<file path="src/verilog/fldps_pkg.sv">
package fldps_pkg;

	// register map (byte addresses, printed offset is an index)
	localparam logic [7:0] FLDPS_IDX_LINK_LINE_CONTROL = 8'h0B;
	localparam logic [7:0] FLDPS_ADDR_LINK_LINE_CONTROL = 8'h2C;
	localparam logic [7:0] FLDPS_ADDR_DROP_STATUS = 8'h40;
	localparam logic [7:0] FLDPS_ADDR_DROP_CLEAR = 8'h44;
	localparam logic [7:0] FLDPS_ADDR_DROP_ENABLE = 8'h48;

	// link_line_control field positions
	localparam int FLDPS_BIT_POLARITY = 6;
	localparam int FLDPS_BIT_PAIR_SWAP = 5;
	localparam int FLDPS_BIT_RSVD_RW = 4;
	localparam int FLDPS_BIT_RXERR_EN = 3;
	localparam int FLDPS_BIT_MLT3_EN = 2;
	localparam int FLDPS_BIT_SNR_EN = 1;
	localparam int FLDPS_BIT_ENERGY_EN = 0;
	localparam logic [6:0] FLDPS_CTRL_RESET = 7'h00;
	localparam logic [15:0] FLDPS_CTRL_RW_MASK = 16'h007F;
	localparam logic [3:0] FLDPS_IRQ_RESET = 4'h0;

	// monitor thresholds and window timing
	localparam int FLDPS_RXERR_LIMIT = 32;
	localparam int FLDPS_MLT3_LIMIT = 20;
	localparam int FLDPS_SNR_LIMIT = 20;
	localparam int FLDPS_CLK_PERIOD_NS = 10;
	localparam int FLDPS_WINDOW_NS = 10000;
	localparam int FLDPS_WINDOW_CYCLES = FLDPS_WINDOW_NS / FLDPS_CLK_PERIOD_NS;

	// line-side steering bundle
	typedef struct packed {
		logic tx_invert;
		logic rx_invert;
		logic pair_swap;
		logic mirror;
	} fldps_line_s;

	// raw monitor event bundle
	typedef struct packed {
		logic rx_error;
		logic mlt3_violation;
		logic snr_crossing;
		logic energy_loss;
	} fldps_event_s;

endpackage : fldps_pkg

</file>
<file path="src/verilog/fldps_window_counter.sv">
`timescale 1ns/1ps
module fldps_window_counter import fldps_pkg::*; #(
	parameter int LIMIT = 20
) (
	input wire logic clk,
	input wire logic rst_n,
	input wire logic enable,
	input wire logic window_start,
	input wire logic event_in,
	output logic hit
);
	localparam int CW = $clog2(LIMIT + 1);
	localparam logic [CW-1:0] LIM = CW'(LIMIT);

	logic [CW-1:0] count_ff;

	// count restarts on each window edge so nothing carries over
	always_ff @(posedge clk or negedge rst_n) begin
		if (!rst_n) begin
			count_ff <= '0;
		end else if (!enable || window_start) begin
			count_ff <= (enable && event_in) ? CW'(1) : '0;
		end else if (event_in && count_ff != LIM) begin
			count_ff <= count_ff + CW'(1);
		end
	end

	assign hit = enable && (count_ff == LIM);

endmodule : fldps_window_counter

</file>
<file path="src/verilog/fldps_ctrl.sv">
`timescale 1ns/1ps
// Summary of operation
// - control bits 15 to 7 ignore writes and always read back as zero.
// - polarity bit 6 high keeps normal polarity, low inverts both pairs.
// - pair-swap bit 5 high receives on the transmit-named pair and transmits on the other.
// - mirroring is active only while bits 5 and 6 are both high.
// - bit 3 drops the link after 32 receive errors within one 10 us window.
// - bit 2 drops the link after 20 MLT3 coding violations within one 10 us window.
// - bit 1 drops the link after 20 low-SNR crossings within one 10 us window.
// - bit 0 drops the link when the energy detector reports energy loss.
// - the link-drop request is the OR of the four enabled monitor conditions.
// - bit 4 is a plain read-write bit reset to zero with no effect.
module fldps_ctrl import fldps_pkg::*; (
	input wire logic clk,
	input wire logic rst_n,
	input wire logic [7:0] s_axi_awaddr,
	input wire logic s_axi_awvalid,
	output logic s_axi_awready,
	input wire logic [31:0] s_axi_wdata,
	input wire logic [3:0] s_axi_wstrb,
	input wire logic s_axi_wvalid,
	output logic s_axi_wready,
	output logic [1:0] s_axi_bresp,
	output logic s_axi_bvalid,
	input wire logic s_axi_bready,
	input wire logic [7:0] s_axi_araddr,
	input wire logic s_axi_arvalid,
	output logic s_axi_arready,
	output logic [31:0] s_axi_rdata,
	output logic [1:0] s_axi_rresp,
	output logic s_axi_rvalid,
	input wire logic s_axi_rready,
	input wire fldps_event_s events_in,
	output fldps_line_s line_ctrl,
	output logic link_drop,
	output logic irq
);
	localparam logic [1:0] RESP_OKAY = 2'h0;
	localparam logic [1:0] RESP_SLVERR = 2'h2;
	localparam int WCW = $clog2(FLDPS_WINDOW_CYCLES);
	localparam logic [WCW-1:0] WIN_LAST = WCW'(FLDPS_WINDOW_CYCLES - 1);

	logic [6:0] ctrl_ff;
	logic [3:0] status_ff;
	logic [3:0] irq_en_ff;
	logic [3:0] ev_meta_ff;
	logic [3:0] ev_sync_ff;
	logic [WCW-1:0] win_ff;
	logic win_start;
	logic [3:0] hits;
	logic nxt_drop;
	logic [7:0] aw_addr_ff;
	logic aw_have_ff;
	logic [31:0] w_data_ff;
	logic [3:0] w_strb_ff;
	logic w_have_ff;
	logic do_write;
	logic [31:0] nxt_rdata;
	logic [1:0] nxt_rresp;
	logic ctrl_wr;
	logic clr_wr;
	fldps_event_s ev;

	// event pins come from analog/dsp logic outside this domain
	always_ff @(posedge clk or negedge rst_n) begin
		if (!rst_n) begin
			ev_meta_ff <= 4'h0;
			ev_sync_ff <= 4'h0;
		end else begin
			ev_meta_ff <= events_in;
			ev_sync_ff <= ev_meta_ff;
		end
	end
	assign ev = fldps_event_s'(ev_sync_ff);

	// free-running 10 us window timer
	always_ff @(posedge clk or negedge rst_n) begin
		if (!rst_n) begin
			win_ff <= '0;
		end else if (win_ff == WIN_LAST) begin
			win_ff <= '0;
		end else begin
			win_ff <= win_ff + WCW'(1);
		end
	end
	assign win_start = (win_ff == WIN_LAST);

	// receive error monitor
	fldps_window_counter #(
		.LIMIT(FLDPS_RXERR_LIMIT)
	) u_rxerr (
		.clk(clk),
		.rst_n(rst_n),
		.enable(ctrl_ff[FLDPS_BIT_RXERR_EN]),
		.window_start(win_start),
		.event_in(ev.rx_error),
		.hit(hits[3])
	);

	// mlt3 violation monitor
	fldps_window_counter #(
		.LIMIT(FLDPS_MLT3_LIMIT)
	) u_mlt3 (
		.clk(clk),
		.rst_n(rst_n),
		.enable(ctrl_ff[FLDPS_BIT_MLT3_EN]),
		.window_start(win_start),
		.event_in(ev.mlt3_violation),
		.hit(hits[2])
	);

	// low snr crossing monitor
	fldps_window_counter #(
		.LIMIT(FLDPS_SNR_LIMIT)
	) u_snr (
		.clk(clk),
		.rst_n(rst_n),
		.enable(ctrl_ff[FLDPS_BIT_SNR_EN]),
		.window_start(win_start),
		.event_in(ev.snr_crossing),
		.hit(hits[1])
	);

	// energy loss needs no counting; sync delay is well inside 10 us
	assign hits[0] = ctrl_ff[FLDPS_BIT_ENERGY_EN] && ev.energy_loss;

	assign nxt_drop = |hits;

	// drop request and line steering leave from flops
	always_ff @(posedge clk or negedge rst_n) begin
		if (!rst_n) begin
			link_drop <= 1'b0;
			// reset steering matches the control word's reset, so the lines see no step at release
			line_ctrl.tx_invert <= !FLDPS_CTRL_RESET[FLDPS_BIT_POLARITY];
			line_ctrl.rx_invert <= !FLDPS_CTRL_RESET[FLDPS_BIT_POLARITY];
			line_ctrl.pair_swap <= FLDPS_CTRL_RESET[FLDPS_BIT_PAIR_SWAP];
			line_ctrl.mirror <= FLDPS_CTRL_RESET[FLDPS_BIT_PAIR_SWAP] && FLDPS_CTRL_RESET[FLDPS_BIT_POLARITY];
		end else begin
			link_drop <= nxt_drop;
			line_ctrl.tx_invert <= !ctrl_ff[FLDPS_BIT_POLARITY];
			line_ctrl.rx_invert <= !ctrl_ff[FLDPS_BIT_POLARITY];
			line_ctrl.pair_swap <= ctrl_ff[FLDPS_BIT_PAIR_SWAP];
			line_ctrl.mirror <= ctrl_ff[FLDPS_BIT_PAIR_SWAP] && ctrl_ff[FLDPS_BIT_POLARITY];
		end
	end

	// write channel capture: address and data in either order
	always_ff @(posedge clk or negedge rst_n) begin
		if (!rst_n) begin
			aw_have_ff <= 1'b0;
			aw_addr_ff <= 8'h00;
			w_have_ff <= 1'b0;
			w_data_ff <= 32'h0;
			w_strb_ff <= 4'h0;
		end else begin
			if (s_axi_awvalid && s_axi_awready) begin
				aw_have_ff <= 1'b1;
				aw_addr_ff <= s_axi_awaddr;
			end else if (do_write) begin
				aw_have_ff <= 1'b0;
			end
			if (s_axi_wvalid && s_axi_wready) begin
				w_have_ff <= 1'b1;
				w_data_ff <= s_axi_wdata;
				w_strb_ff <= s_axi_wstrb;
			end else if (do_write) begin
				w_have_ff <= 1'b0;
			end
		end
	end
	// ready flags leave from flops; each drops when its beat is taken and
	// returns only once the write response has been accepted
	always_ff @(posedge clk or negedge rst_n) begin
		if (!rst_n) begin
			s_axi_awready <= 1'b1;
			s_axi_wready <= 1'b1;
		end else begin
			if (s_axi_awvalid && s_axi_awready) begin
				s_axi_awready <= 1'b0;
			end else if (s_axi_bvalid && s_axi_bready) begin
				s_axi_awready <= 1'b1;
			end
			if (s_axi_wvalid && s_axi_wready) begin
				s_axi_wready <= 1'b0;
			end else if (s_axi_bvalid && s_axi_bready) begin
				s_axi_wready <= 1'b1;
			end
		end
	end
	assign do_write = aw_have_ff && w_have_ff && !s_axi_bvalid;
	assign ctrl_wr = do_write && (aw_addr_ff[7:2] == FLDPS_ADDR_LINK_LINE_CONTROL[7:2]);
	assign clr_wr = do_write && (aw_addr_ff[7:2] == FLDPS_ADDR_DROP_CLEAR[7:2]);

	// write response; unmapped addresses answer slverr
	always_ff @(posedge clk or negedge rst_n) begin
		if (!rst_n) begin
			s_axi_bvalid <= 1'b0;
			s_axi_bresp <= RESP_OKAY;
		end else if (do_write) begin
			s_axi_bvalid <= 1'b1;
			case (aw_addr_ff[7:2])
				FLDPS_ADDR_LINK_LINE_CONTROL[7:2],
				FLDPS_ADDR_DROP_CLEAR[7:2],
				FLDPS_ADDR_DROP_ENABLE[7:2]: begin
					s_axi_bresp <= RESP_OKAY;
				end
				default: begin
					s_axi_bresp <= RESP_SLVERR;
				end
			endcase
		end else if (s_axi_bready) begin
			s_axi_bvalid <= 1'b0;
		end
	end

	// control word: only the low seven bits exist, upper writes are dropped
	always_ff @(posedge clk or negedge rst_n) begin
		if (!rst_n) begin
			ctrl_ff <= FLDPS_CTRL_RESET;
		end else if (ctrl_wr && w_strb_ff[0]) begin
			ctrl_ff <= w_data_ff[6:0];
		end
	end

	// interrupt enable register
	always_ff @(posedge clk or negedge rst_n) begin
		if (!rst_n) begin
			irq_en_ff <= FLDPS_IRQ_RESET;
		end else if (do_write && aw_addr_ff[7:2] == FLDPS_ADDR_DROP_ENABLE[7:2] && w_strb_ff[0]) begin
			irq_en_ff <= w_data_ff[3:0];
		end
	end

	// sticky monitor hits; a new hit beats a clear in the same cycle
	always_ff @(posedge clk or negedge rst_n) begin
		if (!rst_n) begin
			status_ff <= FLDPS_IRQ_RESET;
		end else begin
			status_ff <= (status_ff & ~((clr_wr && w_strb_ff[0]) ? w_data_ff[3:0] : 4'h0)) | hits;
		end
	end

	always_ff @(posedge clk or negedge rst_n) begin
		if (!rst_n) begin
			irq <= 1'b0;
		end else begin
			irq <= |(status_ff & irq_en_ff);
		end
	end

	// read decode
	always_comb begin
		nxt_rdata = 32'h0;
		nxt_rresp = RESP_OKAY;
		case (s_axi_araddr[7:2])
			FLDPS_ADDR_LINK_LINE_CONTROL[7:2]: begin
				nxt_rdata = {25'h0, ctrl_ff};
			end
			FLDPS_ADDR_DROP_STATUS[7:2]: begin
				nxt_rdata = {28'h0, status_ff};
			end
			FLDPS_ADDR_DROP_ENABLE[7:2]: begin
				nxt_rdata = {28'h0, irq_en_ff};
			end
			FLDPS_ADDR_DROP_CLEAR[7:2]: begin
				nxt_rdata = 32'h0;
			end
			default: begin
				nxt_rresp = RESP_SLVERR;
			end
		endcase
	end

	// read channel: one cycle after address is taken
	always_ff @(posedge clk or negedge rst_n) begin
		if (!rst_n) begin
			s_axi_rvalid <= 1'b0;
			s_axi_rdata <= 32'h0;
			s_axi_rresp <= RESP_OKAY;
			s_axi_arready <= 1'b1;
		end else if (s_axi_arvalid && s_axi_arready) begin
			s_axi_rvalid <= 1'b1;
			s_axi_rdata <= nxt_rdata;
			s_axi_rresp <= nxt_rresp;
			s_axi_arready <= 1'b0; // one read in flight at a time
		end else if (s_axi_rready) begin
			s_axi_rvalid <= 1'b0;
			s_axi_arready <= 1'b1;
		end
	end

	// checks; steering outputs trail the control word by one flop,
	// so they are compared against its value one cycle back
	chk_mirror_pair: assert property (@(posedge clk) disable iff (!rst_n)
		line_ctrl.mirror == ($past(ctrl_ff[5]) && $past(ctrl_ff[6])))
		else $error("mirror does not follow swap and polarity");
	chk_polarity_both: assert property (@(posedge clk) disable iff (!rst_n)
		(line_ctrl.tx_invert == line_ctrl.rx_invert) &&
		(line_ctrl.tx_invert == !$past(ctrl_ff[6])))
		else $error("polarity inversion wrong");
	chk_swap_follow: assert property (@(posedge clk) disable iff (!rst_n)
		line_ctrl.pair_swap == $past(ctrl_ff[5]))
		else $error("pair swap wrong");
	chk_upper_zero: assert property (@(posedge clk) disable iff (!rst_n)
		(s_axi_rvalid && $past(s_axi_araddr[7:2] == 6'h0B && s_axi_arready))
		|-> s_axi_rdata[31:7] == 25'h0)
		else $error("reserved bits read nonzero");
	chk_energy_drop: assert property (@(posedge clk) disable iff (!rst_n)
		(ctrl_ff[0] && ev.energy_loss) |=> link_drop)
		else $error("energy loss did not drop link");
	chk_drop_or: assert property (@(posedge clk) disable iff (!rst_n)
		link_drop == $past(|hits))
		else $error("drop is not or of hits");
	chk_no_enable: assert property (@(posedge clk) disable iff (!rst_n)
		(ctrl_ff[3:0] == 4'h0) |=> !link_drop)
		else $error("drop with no monitor enabled");
	chk_window_wrap: assert property (@(posedge clk) disable iff (!rst_n)
		win_start |=> win_ff == '0)
		else $error("window did not restart");
	chk_rsvd_bit: assert property (@(posedge clk) disable iff (!rst_n)
		(ctrl_wr && w_strb_ff[0]) |=> ctrl_ff[4] == $past(w_data_ff[4]))
		else $error("bit 4 not read-write");
	chk_rx_threshold: assert property (@(posedge clk) disable iff (!rst_n)
		hits[3] |-> ctrl_ff[3] &&
		(!$rose(hits[3]) || $past(ev.rx_error)))
		else $error("rx error hit while disabled or without an event");
	chk_mlt3_threshold: assert property (@(posedge clk) disable iff (!rst_n)
		hits[2] |-> ctrl_ff[2] &&
		(!$rose(hits[2]) || $past(ev.mlt3_violation)))
		else $error("mlt3 hit while disabled or without an event");
	chk_snr_threshold: assert property (@(posedge clk) disable iff (!rst_n)
		hits[1] |-> ctrl_ff[1] &&
		(!$rose(hits[1]) || $past(ev.snr_crossing)))
		else $error("snr hit while disabled or without an event");
	chk_window_clear: assert property (@(posedge clk) disable iff (!rst_n)
		win_start |=> hits[3:1] == 3'h0)
		else $error("count carried across a window edge");
	chk_set_wins: assert property (@(posedge clk) disable iff (!rst_n)
		(clr_wr && w_strb_ff[0] && (hits != 4'h0)) |=> ((status_ff & $past(hits)) == $past(hits)))
		else $error("clear beat a new hit");
	cov_mirror: cover property (@(posedge clk) disable iff (!rst_n) line_ctrl.mirror);
	cov_rx_drop: cover property (@(posedge clk) disable iff (!rst_n) hits[3]);
	cov_mlt3_drop: cover property (@(posedge clk) disable iff (!rst_n) hits[2]);
	cov_irq: cover property (@(posedge clk) disable iff (!rst_n) irq);

endmodule : fldps_ctrl

</file>
<file path="config.mk">
export PLATFORM = sky130hd
export DESIGN_NAME = fldps_ctrl
export DESIGN_NICKNAME = d
export VERILOG_FILES = /design/src/verilog/fldps_pkg.sv /design/src/verilog/fldps_window_counter.sv /design/src/verilog/fldps_ctrl.sv
export SDC_FILE = /design/constraint.sdc
export NUM_CORES = 1
export LEC_CHECK = 0
export ABC_AREA = 1
export BUFFER_PORTS_ARGS = -buffer_cell sky130_fd_sc_hd__buf_2
export CAP_MARGIN = 20
export CELL_PAD_IN_SITES_DETAIL_PLACEMENT = 1
export CELL_PAD_IN_SITES_GLOBAL_PLACEMENT = 1
export CORE_MARGIN = 8
export CORE_UTILIZATION = 30
export CTS_BUF_LIST = sky130_fd_sc_hd__clkbuf_4
export CTS_CLUSTER_DIAMETER = 50
export CTS_CLUSTER_SIZE = 24
export DETAILED_ROUTE_END_ITERATION = 10
export PLACE_DENSITY = 0.71
export SETUP_SLACK_MARGIN = 0.3
export SLEW_MARGIN = 20
export SYNTH_ARGS = -nofsm -noshare
export SYNTH_HDL_FRONTEND = slang
export SYNTH_SLANG_ARGS = --single-unit
</file>
<file path="constraint.sdc">
create_clock -name clk -period 2.2 [get_ports clk]
set_clock_uncertainty 0.2 [all_clocks]
set_input_delay 0.44 -clock clk [delete_from_list [all_inputs] [get_ports clk]]
set_output_delay 0.44 -clock clk [all_outputs]
set_load 0.02 [all_outputs]
</file>
Word-level counts from Yosys, hierarchy flattened
Cells that the tools add are included.
{"block": "op_classes", "add_sub_neg": 4, "n_eq_ne": 14, "n_mux": 26, "bitwise": 4, "n_reduce_logical": 44}
{"operator": "6-bit by 5-bit equality test with 1-bit output (second input constant)", "count": 5}
{"operator": "1-bit logical AND", "count": 23}
{"operator": "7-bit one-hot mux with 3 select lines", "count": 1}
{"operator": "5-bit 2-to-1 mux", "count": 4}
{"operator": "2-bit nonzero test", "count": 9}
{"operator": "1-bit 2-to-1 mux", "count": 15}
{"operator": "6-bit by 4-bit equality test with 1-bit output (second input constant)", "count": 2}
{"operator": "6-bit 2-to-1 mux", "count": 2}
{"operator": "4-bit OR reduction", "count": 3}
{"operator": "10-bit by 1-bit adder with 10-bit output (second input constant)", "count": 1}
{"operator": "5-bit by 1-bit adder with 5-bit output (second input constant)", "count": 2}
{"operator": "10-bit equality test (second input constant)", "count": 1}
{"operator": "5-bit equality test (second input constant)", "count": 2}
{"operator": "10-bit 2-to-1 mux", "count": 1}
{"operator": "5-bit != test (second input constant)", "count": 2}
{"operator": "4-bit bitwise AND", "count": 2}
{"operator": "6-bit by 1-bit adder with 6-bit output (second input constant)", "count": 1}
{"operator": "6-bit equality test (second input constant)", "count": 1}
{"operator": "6-bit != test (second input constant)", "count": 1}
{"operator": "1-bit zero test", "count": 5}
{"operator": "2-bit 2-to-1 mux", "count": 2}
{"operator": "4-bit 2-to-1 mux", "count": 1}
{"operator": "4-bit NOT", "count": 1}
{"operator": "4-bit OR", "count": 1}
{"operator": "other kinds (2)", "count": 4}
{"block": "totals", "reg_bits": 113, "out_inout_bits": 47, "wordCells": 119}

Longest topological paths before layout
{"block": "logic_depth", "word_depth": 8, "depth_mapped": 10, "ltp_nobuf": 10}

Modules after synthesis
A second synthesis with hierarchy kept.
{"block": "unflattened", "hier_cells": 480, "hier_area_um2": 4242.8}
{"module": "fldps_ctrl", "n_inst": 1, "cells_per_inst": 328, "area_each_um2": 3044.2, "seq_area_each_um2": 1706.6}
{"module": "fldps_window_counter (u_mlt3 ...)", "n_inst": 2, "cells_per_inst": 48, "area_each_um2": 387.9, "seq_area_each_um2": 125.1}
{"module": "fldps_window_counter (u_rxerr)", "n_inst": 1, "cells_per_inst": 56, "area_each_um2": 422.9, "seq_area_each_um2": 150.1}

Worst setup path after synthesis
OpenSTA, ideal clock, no wires.
{"block": "synth_timing", "kind": "register to register", "from": "reg s_axi_bvalid", "to": "reg status_ff[2]", "setup_ns": 0.118, "arrival_time_ns": 1.203, "required_time_ns": 1.882, "slack_ns": 0.679, "stages_incl_launch_ff": 7, "n_path_buf": 0, "synth_period_minus_slack_ns": 1.521, "cell_sequence": "dfrtp_1 > nor3_4 > nand2_2 > nor2_1 > nand2_1 > nand2_1 > nand2_1"}
{"block": "synth_via", "elab_chain_len": 8}
{"element": "start, declared", "line_no": "fldps_ctrl.sv:24", "rtl": "output logic s_axi_bvalid,"}
{"element": "start signal, assigned", "line_no": "fldps_ctrl.sv:197", "rtl": "s_axi_bvalid <= 1'b0;"}
{"element": "start signal, assigned", "line_no": "fldps_ctrl.sv:200", "rtl": "s_axi_bvalid <= 1'b1;"}
{"element": "start signal, assigned", "line_no": "fldps_ctrl.sv:212", "rtl": "s_axi_bvalid <= 1'b0;"}
{"element": "1-bit zero test", "line_no": "fldps_ctrl.sv:190", "rtl": "assign do_write = aw_have_ff && w_have_ff && !s_axi_bvalid;"}
{"element": "1-bit logical AND", "line_no": "fldps_ctrl.sv:190"}
{"element": "1-bit logical AND", "line_no": "fldps_ctrl.sv:192", "rtl": "assign clr_wr = do_write && (aw_addr_ff[7:2] == FLDPS_ADDR_DROP_CLEAR[7:2]);"}
{"element": "1-bit logical AND", "line_no": "fldps_ctrl.sv:239", "rtl": "status_ff <= (status_ff & ~((clr_wr && w_strb_ff[0]) ? w_data_ff[3:0] : 4'h0)) | hits;"}
{"element": "4-bit 2-to-1 mux", "line_no": "fldps_ctrl.sv:239"}
{"element": "4-bit NOT", "line_no": "fldps_ctrl.sv:239"}
{"element": "4-bit bitwise AND", "line_no": "fldps_ctrl.sv:239"}
{"element": "4-bit OR", "line_no": "fldps_ctrl.sv:239"}
{"element": "end signal, assigned", "line_no": "fldps_ctrl.sv:239"}
{"element": "end, declared", "line_no": "fldps_ctrl.sv:44", "rtl": "logic [3:0] status_ff;"}
No other way between the ends.
A chain may end at the register's enable or synchronous reset.

Worst setup path after layout
{"block": "layout_timing", "from": "reg s_axi_awready", "to": "out s_axi_awready"}
{"element": "start, declared", "line_no": "fldps_ctrl.sv:18", "rtl": "output logic s_axi_awready,"}
{"element": "start signal, assigned", "line_no": "fldps_ctrl.sv:175", "rtl": "s_axi_awready <= 1'b1;"}
{"element": "start signal, assigned", "line_no": "fldps_ctrl.sv:179", "rtl": "s_axi_awready <= 1'b0;"}
{"element": "start signal, assigned", "line_no": "fldps_ctrl.sv:181", "rtl": "s_axi_awready <= 1'b1;"}
No word-level cell between the ends.

==> impl_metrics.py <==
metrics = {
    "sta": {
        "rsz0062_at_grt": "false",
        "tns_ns": 0,
        "setup_viol": 0,
        "fmax_mhz": 557,
        "hold_viol": 0,
        "fin_crit_ns": 1.79,
        "slew_viol_final": 0,
        "final.period_utilization_pct": 81.6,
        "hold_slack_ns": 0.0378,
    },
    "pwr": {
        "pwr-share-clk_pct": 26.6,
        "power_switching_w": 0.00139,
        "p_leak_nw": 2.36,
        "swShare_pct": 33.3,
        "seq_power_share_pct": 51.0,
        "vdd_drop_max_mv": 0.547,
        "p_int_w": 0.00279,
        "power_frac_comb_pct": 22.4,
        "total_power_w": 0.00418,
        "power_density_mw_per_mm2": 899,
    },
    "synthesis": {
        "ys_ff_latch": 84,
        "synthCells": 459,
        "synth_edf_count": 0,
        "synth_seq_area_share_pct": 53.2,
        "synth_area_mm2": 0.00396,
        "async_flop_share_pct": 100,
        "syn_area_per_cell_um2": 8.64,
        "ys.flop_type": "dfrtp_1",
        "yosysWarnings": 0,
        "synth.distinct_cells": 26,
    },
    "cells_and_area": {
        "multi_input_area_mm2": 0.00152,
        "drive_gt1_share_pct": 17.0,
        "instances_no_fill": 710,
        "register_area_mm2": 0.00211,
        "layout.nets": 599,
        "diodes": 0,
        "nFillCells": 1595,
        "areaGrowthSynthToFinish_pct": 17.4,
        "fin_util_pct": 35.6,
    },
    "die": {
        "io_pins": 110,
        "rows": 42,
        "die_area_mm2": 0.0171,
        "coreArea_mm2": 0.0131,
        "start_util_pct": 30.3,
        "die_w_um": 131,
        "dieHeight_um": 131,
    },
    "run_status": {
        "status": "finished, final reports clean",
    },
    "min_path": {
        "worstHoldStart": "s_axi_wdata[4]",
        "hold_path.class": "input port to flop",
        "holdPathEnd": "w_data_ff[4]",
        "worstHoldPathCells": 2,
    },
    "place": {
        "placedCellCount": 681,
        "port_buffers": 50,
        "gp_congestion": 0.763,
        "dpl.hpwl_um": 7030,
    },
    "drt": {
        "routed_wl_um": 9230,
        "drc": 0,
        "num_vias": 3115,
        "wl_met2_um": 4770,
        "met3WireLength_um": 343,
        "highest_layer": "met4",
        "drt_pass1_iterations": 4,
        "first_iter_violations": 113,
        "wl_per_cell_um": 13.0,
        "vias_per_cell": 4.39,
        "antenna_left": 0,
        "wl_met1_um": 3940,
    },
    "critical_path": {
        "path_buf_inv": 1,
        "r2r-start": "win_ff[0]",
        "cp_slowest_cell": "dfstp_2",
        "r2r-end": "u_mlt3.count_ff[1]",
        "crit_arrival_ns": 1.15,
        "critPathCaptureType": "primary output",
        "cp-start-kind": "flop",
        "cp_max_fo": 3,
        "crit_family": "flip-flops",
        "slowest_delay_ns": 0.56,
        "r2r_cells": 7,
        "cp.required_ns": 1.56,
        "critPathKind": "flop to primary output",
        "path_cells": "buf_2",
        "reg2reg_slack_ns": 0.49,
    },
    "global_routing": {
        "grt_pass1_vias": 3451,
        "grt_max_degree": 47,
        "grt_overflow": 0,
        "track_usage_pct": 11.6,
        "antenna_found_initial": 0,
        "grt_pass1_wl_um": 16000,
    },
    "clock_network": {
        "clkSinkCount": 84,
        "clk_pin_slew_ns": 0.13,
        "cts_root_buf": "clkbuf_4",
        "cts_tree": "yes",
        "clk_latency_ns": 0.43,
        "h-tree-depth": 3,
        "numCtsBuffers": 9,
        "clockBufferDepth": 2,
    },
    "flow_run": {
        "maxCapViolCount": 0,
    },
}
-- metal layers --
metal  vias to the layer above  global-route usage, %
li1                       1534                      -
met1                      1515                   13.1
met4                         0                   4.46
met3                        17                   2.76
met5                         -                      0
met2                        49                   20.6
-- per-stage QoR --
| step | instance area (µm²) | worst slack [ns] |
|---|---|---|
| 6_report | 4650 | 0.405 |
| 5_1_grt | 4650 | 0.309 |
| 4_1_cts | 4640 | 0.360 |
| 3_5_place_dp | 4320 | 0.346 |
| 3_3_place_gp | 4320 | 0.436 |
| 2_1_floorplan | 4060 | 0.679 |
-- power by group through the flow --
stage / logic, W / registers, W / clock network (W)
2_1_floorplan: 0.000615 / 0.00218 / 0
3_3_place_gp: 0.000894 / 0.00215 / 0
3_5_place_dp: 0.000933 / 0.00217 / 0
4_1_cts: 0.000955 / 0.00214 / 0.00116
5_1_grt: 0.00107 / 0.00218 / 0.00122
6_report: 0.000936 / 0.00213 / 0.00111
-- synth_stat cells, types with 4 or more instances --
cell | count | area, µm²
nand2_1 | 114 | 428
xor2_1 | 6 | 52.6
a21oi_1 | 16 | 80.1
o21ai_0 | 21 | 105
nor2_1 | 51 | 191
ha_1 | 7 | 87.6
dfrtp_1 | 80 | 2000
buf_4 | 28 | 210
nand3_1 | 37 | 185
inv_1 | 55 | 206
dfstp_2 | 4 | 105
nand4_1 | 12 | 75.1
mux2_2 | 7 | 78.8
nor2_2 | 4 | 25.0
-- cell usage in the layout, fill, tap and decap left out, types with 2 or more instances in the layout --
| master | synthesis | final |
|---|---|---|
| dfstp_2 | 4 | 4 |
| buf_4 | 28 | 3 |
| inv_1 | 55 | 55 |
| nand2_2 | 1 | 2 |
| clkinv_2 | 0 | 2 |
| nor2_2 | 4 | 4 |
| bufinv_16 | 0 | 3 |
| xor2_1 | 6 | 6 |
| o31ai_1 | 3 | 3 |
| o21ai_0 | 21 | 21 |
| dlygate4sd3_1 | 0 | 13 |
| dfrtp_1 | 80 | 80 |
| conb_1 | 1 | 27 |
| nand2_1 | 114 | 113 |
| clkinvlp_4 | 0 | 2 |
| nand4_1 | 12 | 12 |
| mux2_2 | 7 | 7 |
| clkbuf_4 | 0 | 9 |
| a21oi_1 | 16 | 16 |
| buf_2 | 1 | 49 |
| ha_1 | 7 | 7 |
| nand3_1 | 37 | 36 |
| o21bai_1 | 2 | 2 |
| nor2_1 | 51 | 51 |
-- registers in the layout, summed over array words and instances, names as in the netlist, 3 cells and up --
register	flops
s_axi_rdata	7
ev_meta_ff	4
ctrl_ff	7
ev	4
status_ff	4
win_ff	10
line_ctrl	3
irq_en_ff	4
u_snr.count_ff	5
w_data_ff	7
u_rxerr.count_ff	6
aw_addr_ff	6
u_mlt3.count_ff	5
-- cell families after synthesis --
| kind of cell | synth area share [%] |
|---|---|
| adder cells (fa/ha/maj) | 2.21 |
| AND/OR/NAND/NOR | 24.2 |
| buffers and inverters | 11.4 |
| other | 0.0946 |
| multiplexers | 1.99 |
| AO/OA/AOI/OAI | 5.62 |
| XOR/XNOR | 1.33 |
| flip-flops | 53.2 |
-- area by class of cell --
type,count,share of cell area (%)
Multi-Input combinational cell,313,32.6
Timing Repair Buffer,66,8.98
Inverter,55,4.44
Sequential cell,84,45.3
Clock buffer,9,1.45
Tap cell,176,4.73
Clock inverter,7,2.47
-- worst max path at each step --
| stage | startpoint | slack, ns | cells after the start | to |
|---|---|---|---|---|
| after floorplan | s_axi_bvalid | 0.68 | 6 | status_ff[2] |
| after global placement | win_ff[0] | 0.44 | 7 | win_ff[0] |
| after detailed placement | s_axi_araddr[4] | 0.35 | 8 | s_axi_rdata[2] |
| after CTS | s_axi_awready | 0.36 | 1 | s_axi_awready |
| after global routing | win_ff[0] | 0.31 | 7 | u_mlt3.count_ff[1] |
| final | s_axi_awready | 0.41 | 1 | s_axi_awready |
-- timing repair --
action,CTS,global route
resized for setup,0,3
hold buffers,13,0
setup buffers,0,0
endpoints found under the setup margin,0,6
hold endpoints to repair,95,0
No activity file was read; power rests on OpenSTA's default activity.
